`config.mk`:
```
export PLATFORM = sky130hd
export DESIGN_NAME = card_port0_pin_selector
export DESIGN_NICKNAME = d
export VERILOG_FILES = /design/src/pinmux_pkg.sv /design/src/card_port0_pin_selector.sv /design/src/pinmux_regs.sv /design/src/pinmux_route.sv
export SDC_FILE = /design/constraint.sdc
export NUM_CORES = 1
export LEC_CHECK = 0
export CORE_UTILIZATION = 60
export DETAILED_ROUTE_END_ITERATION = 10
export DONT_BUFFER_PORTS = 1
export PLACE_DENSITY_LB_ADDON = 0.12
export SLEW_MARGIN = 20
export SYNTH_ARGS = -nofsm -noshare
export SYNTH_HDL_FRONTEND = slang
export SYNTH_HIERARCHICAL = 1
export SYNTH_SLANG_ARGS = --single-unit
```
`constraint.sdc`:
```
create_clock -name pclk -period 2.2 [get_ports pclk]
set_input_delay 0.33 -clock pclk [delete_from_list [all_inputs] [get_ports pclk]]
set_output_delay 0.33 -clock pclk [all_outputs]
set_load 0.01 [all_outputs]
```
`src/pinmux_pkg.sv`:
```
package pinmux_pkg;

  localparam int unsigned pin_count = 6;
  localparam int unsigned addr_width = 12;

  // register byte addresses
  localparam logic [addr_width-1:0] ext_bus_sel_addr = 12'h000;
  localparam logic [addr_width-1:0] pd_inhibit1_addr = 12'h004;

  // field layout of the external bus selection register
  localparam int unsigned mode_lsb = 0;
  localparam int unsigned mode_width = 2;

  typedef enum logic [1:0] {
    mode_card = 2'b00,
    mode_audio = 2'b01,
    mode_gpio = 2'b10,
    mode_rsvd = 2'b11
  } port_mode_t;

  localparam port_mode_t mode_reset = mode_card;
  localparam logic [pin_count-1:0] pd_off_reset = 6'h00;

  // pin indices in package order
  localparam int unsigned pin_clk = 0;
  localparam int unsigned pin_cmd = 1;
  localparam int unsigned pin_d0 = 2;
  localparam int unsigned pin_d1 = 3;
  localparam int unsigned pin_d2 = 4;
  localparam int unsigned pin_d3 = 5;

  // one group of pin signals: output value, output enable (low drives)
  typedef struct packed {
    logic [pin_count-1:0] dout;
    logic [pin_count-1:0] oe_n;
  } pin_drive_t;

  // card interface: clk and cmd/data, with output enables on cmd and on each data line, none on clk
  typedef struct packed {
    logic clk;
    logic cmd_out;
    logic cmd_oe_n;
    logic [3:0] dat_out;
    logic [3:0] dat_oe_n;
  } card_side_t;

  // audio port: bit clock and frame sync may be inputs in slave mode
  typedef struct packed {
    logic bclk_out;
    logic bclk_oe_n;
    logic fs_out;
    logic fs_oe_n;
    logic tx_data;
  } audio_side_t;

endpackage : pinmux_pkg

```
`src/card_port0_pin_selector.sv`:
```
// Decided for this implementation: the APB slave port and the register offsets.
`timescale 1ns/1ps
module card_port0_pin_selector (
  // clock and reset
  input wire logic pclk,
  input wire logic presetn,
  // apb slave
  input wire logic psel,
  input wire logic penable,
  input wire logic pwrite,
  input wire logic [pinmux_pkg::addr_width-1:0] paddr,
  input wire logic [31:0] pwdata,
  output logic [31:0] prdata,
  output logic pready,
  output logic pslverr,
  // card interface side
  input wire pinmux_pkg::card_side_t card,
  output logic card_cmd_in,
  output logic [3:0] card_dat_in,
  // audio port side
  input wire pinmux_pkg::audio_side_t audio,
  output logic audio_bclk_in,
  output logic audio_fs_in,
  output logic audio_rx_in,
  // gpio side
  input wire logic [pinmux_pkg::pin_count-1:0] gpio_out,
  input wire logic [pinmux_pkg::pin_count-1:0] gpio_oe_n,
  output logic [pinmux_pkg::pin_count-1:0] gpio_lines_low6_in,
  // shared pins
  input wire logic [pinmux_pkg::pin_count-1:0] pin_in,
  output logic [pinmux_pkg::pin_count-1:0] pin_out,
  output logic [pinmux_pkg::pin_count-1:0] pin_oe_n,
  output logic [pinmux_pkg::pin_count-1:0] pin_pd_off
);
  pinmux_pkg::port_mode_t mode;
  logic [pinmux_pkg::pin_count-1:0] pd_off;
  pinmux_pkg::pin_drive_t drive;
  pinmux_pkg::pin_drive_t drive_reg, drive_next;
  logic [pinmux_pkg::pin_count-1:0] pd_reg, pd_next;
  logic [pinmux_pkg::pin_count-1:0] gin_reg, gin_next;
  logic cmd_in_reg, cmd_in_next;
  logic [3:0] dat_in_reg, dat_in_next;
  logic bclk_in_reg, bclk_in_next;
  logic fs_in_reg, fs_in_next;
  logic rx_in_reg, rx_in_next;

  pinmux_regs u_regs (
    .pclk(pclk),
    .presetn(presetn),
    .psel(psel),
    .penable(penable),
    .pwrite(pwrite),
    .paddr(paddr),
    .pwdata(pwdata),
    .prdata(prdata),
    .pready(pready),
    .pslverr(pslverr),
    .mode(mode),
    .pd_off(pd_off)
  );

  pinmux_route u_route (
    .mode(mode),
    .card(card),
    .audio(audio),
    .gpio_out(gpio_out),
    .gpio_oe_n(gpio_oe_n),
    .drive(drive)
  );

  // input side: deselected functions see idle zeros, not foreign pin traffic
  always_comb begin
    drive_next = drive;
    pd_next = pd_off;
    gin_next = '0;
    cmd_in_next = 1'b0;
    dat_in_next = 4'h0;
    bclk_in_next = 1'b0;
    fs_in_next = 1'b0;
    rx_in_next = 1'b0;
    unique case (mode)
      pinmux_pkg::mode_card: begin
        cmd_in_next = pin_in[pinmux_pkg::pin_cmd];
        dat_in_next = pin_in[pinmux_pkg::pin_d3:pinmux_pkg::pin_d0];
      end
      pinmux_pkg::mode_audio: begin
        bclk_in_next = pin_in[pinmux_pkg::pin_clk];
        fs_in_next = pin_in[pinmux_pkg::pin_cmd];
        rx_in_next = pin_in[pinmux_pkg::pin_d1];
        gin_next[pinmux_pkg::pin_d3:pinmux_pkg::pin_d2] = pin_in[pinmux_pkg::pin_d3:pinmux_pkg::pin_d2];
      end
      pinmux_pkg::mode_gpio: begin
        gin_next = pin_in;
      end
      pinmux_pkg::mode_rsvd: begin
        gin_next = '0;
      end
    endcase
  end

  // registered outputs cost one cycle of latency on every routed signal
  always_ff @(posedge pclk or negedge presetn) begin
    if (!presetn) begin
      drive_reg <= '{dout: '0, oe_n: '1};
      pd_reg <= pinmux_pkg::pd_off_reset;
      gin_reg <= '0;
      cmd_in_reg <= 1'b0;
      dat_in_reg <= 4'h0;
      bclk_in_reg <= 1'b0;
      fs_in_reg <= 1'b0;
      rx_in_reg <= 1'b0;
    end else begin
      drive_reg <= drive_next;
      pd_reg <= pd_next;
      gin_reg <= gin_next;
      cmd_in_reg <= cmd_in_next;
      dat_in_reg <= dat_in_next;
      bclk_in_reg <= bclk_in_next;
      fs_in_reg <= fs_in_next;
      rx_in_reg <= rx_in_next;
    end
  end

  assign pin_out = drive_reg.dout;
  assign pin_oe_n = drive_reg.oe_n;
  assign pin_pd_off = pd_reg;
  assign gpio_lines_low6_in = gin_reg;
  assign card_cmd_in = cmd_in_reg;
  assign card_dat_in = dat_in_reg;
  assign audio_bclk_in = bclk_in_reg;
  assign audio_fs_in = fs_in_reg;
  assign audio_rx_in = rx_in_reg;

endmodule : card_port0_pin_selector

```
`src/pinmux_regs.sv`:
```
`timescale 1ns/1ps
module pinmux_regs (
  // clock and reset
  input wire logic pclk,
  input wire logic presetn,
  // apb slave
  input wire logic psel,
  input wire logic penable,
  input wire logic pwrite,
  input wire logic [pinmux_pkg::addr_width-1:0] paddr,
  input wire logic [31:0] pwdata,
  output logic [31:0] prdata,
  output logic pready,
  output logic pslverr,
  // configuration
  output pinmux_pkg::port_mode_t mode,
  output logic [pinmux_pkg::pin_count-1:0] pd_off
);
  pinmux_pkg::port_mode_t mode_reg, mode_next;
  logic [pinmux_pkg::pin_count-1:0] pd_off_reg, pd_off_next;
  logic [31:0] prdata_reg, prdata_next;
  logic pslverr_reg, pslverr_next;
  logic access;
  logic hit_mode;
  logic hit_pd;

  // zero wait states: answer in the first access cycle
  assign access = psel && penable;
  assign hit_mode = (paddr == pinmux_pkg::ext_bus_sel_addr);
  assign hit_pd = (paddr == pinmux_pkg::pd_inhibit1_addr);

  always_comb begin
    mode_next = mode_reg;
    pd_off_next = pd_off_reg;
    prdata_next = 32'h0000_0000;
    pslverr_next = 1'b0;
    if (psel && !penable) begin
      pslverr_next = !(hit_mode || hit_pd);
      if (!pwrite && hit_mode) begin
        prdata_next[pinmux_pkg::mode_lsb +: pinmux_pkg::mode_width] = mode_reg;
      end
      if (!pwrite && hit_pd) begin
        prdata_next[pinmux_pkg::pin_count-1:0] = pd_off_reg;
      end
    end
    // answer is loaded at the setup edge and cleared at the access edge,
    // so it stands exactly for the single access cycle
    if (access && pwrite && hit_mode) begin
      mode_next = pinmux_pkg::port_mode_t'(pwdata[pinmux_pkg::mode_lsb +: pinmux_pkg::mode_width]);
    end
    if (access && pwrite && hit_pd) begin
      pd_off_next = pwdata[pinmux_pkg::pin_count-1:0];
    end
  end

  always_ff @(posedge pclk or negedge presetn) begin
    if (!presetn) begin
      mode_reg <= pinmux_pkg::mode_reset;
      pd_off_reg <= pinmux_pkg::pd_off_reset;
      prdata_reg <= 32'h0000_0000;
      pslverr_reg <= 1'b0;
    end else begin
      mode_reg <= mode_next;
      pd_off_reg <= pd_off_next;
      prdata_reg <= prdata_next;
      pslverr_reg <= pslverr_next;
    end
  end

  assign mode = mode_reg;
  assign pd_off = pd_off_reg;
  assign prdata = prdata_reg;
  assign pslverr = pslverr_reg;
  assign pready = 1'b1;

endmodule : pinmux_regs

```
`src/pinmux_route.sv`:
```
`timescale 1ns/1ps
module pinmux_route (
  // selection
  input wire pinmux_pkg::port_mode_t mode,
  // functions facing the pins
  input wire pinmux_pkg::card_side_t card,
  input wire pinmux_pkg::audio_side_t audio,
  input wire logic [pinmux_pkg::pin_count-1:0] gpio_out,
  input wire logic [pinmux_pkg::pin_count-1:0] gpio_oe_n,
  // resulting pin drive
  output pinmux_pkg::pin_drive_t drive
);
  always_comb begin
    drive.dout = '0;
    drive.oe_n = '1;
    unique case (mode)
      pinmux_pkg::mode_card: begin
        drive.dout[pinmux_pkg::pin_clk] = card.clk;
        drive.oe_n[pinmux_pkg::pin_clk] = 1'b0;
        drive.dout[pinmux_pkg::pin_cmd] = card.cmd_out;
        drive.oe_n[pinmux_pkg::pin_cmd] = card.cmd_oe_n;
        drive.dout[pinmux_pkg::pin_d3:pinmux_pkg::pin_d0] = card.dat_out;
        drive.oe_n[pinmux_pkg::pin_d3:pinmux_pkg::pin_d0] = card.dat_oe_n;
      end
      pinmux_pkg::mode_audio: begin
        drive.dout[pinmux_pkg::pin_clk] = audio.bclk_out;
        drive.oe_n[pinmux_pkg::pin_clk] = audio.bclk_oe_n;
        drive.dout[pinmux_pkg::pin_cmd] = audio.fs_out;
        drive.oe_n[pinmux_pkg::pin_cmd] = audio.fs_oe_n;
        drive.dout[pinmux_pkg::pin_d0] = audio.tx_data;
        drive.oe_n[pinmux_pkg::pin_d0] = 1'b0;
        // receive data pin stays released
        drive.dout[pinmux_pkg::pin_d3:pinmux_pkg::pin_d2] = gpio_out[pinmux_pkg::pin_d3:pinmux_pkg::pin_d2];
        drive.oe_n[pinmux_pkg::pin_d3:pinmux_pkg::pin_d2] = gpio_oe_n[pinmux_pkg::pin_d3:pinmux_pkg::pin_d2];
      end
      pinmux_pkg::mode_gpio: begin
        drive.dout = gpio_out;
        drive.oe_n = gpio_oe_n;
      end
      pinmux_pkg::mode_rsvd: begin
        // reserved code: all pins released, nothing driven
        drive.dout = '0;
        drive.oe_n = '1;
      end
    endcase
  end

endmodule : pinmux_route
```
==> flow_summary.toml <==
[run_status]
outcome = "finished clean"

[sta]
clock_skew_ps = 6.93
max_freq_mhz = 657
slew_headroom_pct = 64.1
report.final.slew_viol_count = 0
timing.final.crit_share_pct = 69.1
period_minus_slack_ps = 1520
worstMarginPinSlew_ps = 534
rsz0062_at_grt = "false"
setup-violations-final = 0
hold_viol = 0
tns_ps = 0

[final_layout]
multi_input_area_sq_um = 739
area_growth_pct = 0.605
nets = 260
drive_gt1_share_pct = 17.2
finish.utilization_pct = 66.0
seqCellArea_sq_um = 1180
fillers = 270
diodes = 0

[yosys]
synth_common_cells = "dfrtp_1, buf_4, and2_1, ha_1, mux2_2"
synth_area_sq_um = 2070
synth.distinct_cells = 29
synth_adder_area_share_pct = 4.84
yosysMostFrequentCell = "dfrtp_1"
synth_top_cell_by_area = "dfrtp_1"
synth-compound-area-share_pct = 6.47
synth.area.top_cells = "dfrtp_1, buf_4, dfstp_2"
synth-edff-count = 0
ys.flop_type = "dfrtp_1"
synth-simple-area-share_pct = 14.2
synthCells = 164
synthXorXnorAreaFrac_pct = 0
yosysWarnings = 6
synthArstFlopShare_pct = 100
seq_area_frac_synth_pct = 57.2
ys_ff_latch = 47
synth_top_family_by_area = "simple AND/OR/NAND/NOR gates"
netlist.area_leader.share_pct = 49.6
muxShareOfSynthArea_pct = 5.32
postSynthAreaPerCell_sq_um = 12.6

[floorplanning]
die_y_um = 60.7
rows = 20
die-area_sq_um = 3690
ios = 149
die_x_um = 60.7
fp.coreArea_sq_um = 3150
initial_core_util_pct = 65.6

[worst_setup_path]
slowest_delay_ps = 490
crit_family = "flip-flops"
r2r-start = "u_regs/mode[0]$_DFFE_PN0P_"
reg2reg_depth = 4
arrival_ps = 1760
cp_num_buf_inv = 1
end_kind = "register"
slowest_stage = "dfrtp_1"
cp_max_fo = 16
r2r_end = "pin_out[4]$_DFF_PN0_"
rrSetupSlack_ps = 680
critPathLaunchType = "register"
crit_type = "reg2reg"
required_ps = 2440
path_cells = "inv_1, ha_1, nor2b_1, a22o_1"

[global_route]
grt_start_max_net_pins = 48
grt_usage_pct = 18.8
grt_overflow = 0
grt_pass1_wl_mm = 4.82
grt_antenna_before_repair = 0
grt_pass1_vias = 1059

[detailed_routing]
num_vias = 1139
wl_mm = 3.34
route.detailed.drc = 0
drt_iter0_drc = 43
wl_per_cell_um = 15.7
dr.pass1.iters = 4
via_per_inst = 5.35
ant_nets = 0

[cts]
cts_sinks = 47
hold_buffers = 2
cts-resized-gates = 0
cts_tree = "yes"
cts-root-buf = "clkbuf_4"
cts_buffer_depth = 2
cts.clk_slew.worst_paths_ps = 120
postCtsSetupBuffers = 0
clock_latency_ps = 340
cts_max_level = 2
numCtsBuffers = 5

[job]
maxCapViolCount = 0

[min_path]
hp-start = "penable"
min_to = "u_regs/pslverr$_DFF_PN0_"
holdCritPathClass = "in2reg"
holdPathStages = 1

[placement]
place_congestion = 0.712
port-buffer-count = 0
post-dp-hpwl_mm = 2.54

[pwr]
pwr_density_cell_nw_per_um2 = 642
ir_drop_mv = 0.281
p_leak_nw = 0.999
-- layer usage --
metal  GRT usage (%)  wire (um)  vias up
li1                -          -      511
met1            19.0       1140      542
met2            33.4       1760       82
met3            8.53        398        4
met4            7.79         40        0
met5               0          0        -
-- how the worst max path moves through the flow --
stage,from,cells after the start,to
finish,u_regs/mode[0]$_DFFE_PN0P_,4,pin_out[4]$_DFF_PN0_
global route,u_regs/mode[1]$_DFFE_PN0P_,4,pin_out[4]$_DFF_PN0_
CTS,u_regs/mode[0]$_DFFE_PN0P_,4,pin_out[4]$_DFF_PN0_
detailed placement,paddr[11],3,u_regs/pd_off[5]$_DFFE_PN0P_
global placement,paddr[11],3,u_regs/pd_off[2]$_DFFE_PN0P_
floorplan,paddr[11],3,u_regs/pd_off[0]$_DFFE_PN0P_
-- metrics by stage --
stage	std cells	total power [mW]	hold slack, ps	setup WS [ps]	cell area [sq um]
after floorplan	189	0.992	34.4	391	2160
after global placement	204	0.959	35.3	298	1990
after detailed placement	204	0.962	35.4	305	1990
after CTS	213	1.35	32.8	662	2080
after global routing	213	1.41	31.0	567	2080
final	213	1.34	50.5	679	2080
-- worst register-to-register path, stage by stage (launching register included) --
cell     delay, ps
dfrtp_1        490
inv_1          140
ha_1           450
nor2b_1        130
a22o_1         210
-- logic make-up after synthesis --
logic type,count (synthesis)
AOI/OAI and AO/OA,20
adders and majority gates,8
buffers and inverters,33
DFF,47
muxes,10
other,2
and+or+nand+nor,44
-- layout by cell type (no fill, tap or decap), types with 2 or more instances in the layout --
master and n:
or4_4 2, and2_1 18, dfstp_2 6, mux2i_1 2
or3b_2 2, a22o_1 3, nand2_1 4, dfrtp_1 41
mux2_2 8, a22oi_1 5, nor2_1 4, conb_1 27
nor4_1 2, clkbuf_4 5, ha_1 8, a21oi_1 4
nor2b_1 4, o21ai_0 7, inv_1 4
-- power by group --
group / switching [mW] / leakage [nW] / internal [mW]
logic: 0.0474 / 0.358 / 0.0216
clock network: 0.250 / 0.0310 / 0.119
registers: 0.0148 / 0.609 / 0.884
total: 0.312 / 0.999 / 1.02
-- layout make-up --
class / instances / share of cell area (%)
Clock inverter: 2 / 0.661
Multi-Input combinational cell: 109 / 35.5
Timing Repair Buffer: 2 / 1.80
Inverter: 4 / 0.721
Tap cell: 44 / 2.64
Sequential cell: 47 / 56.9
Clock buffer: 5 / 1.80
(Power assumes the default switching activity.)
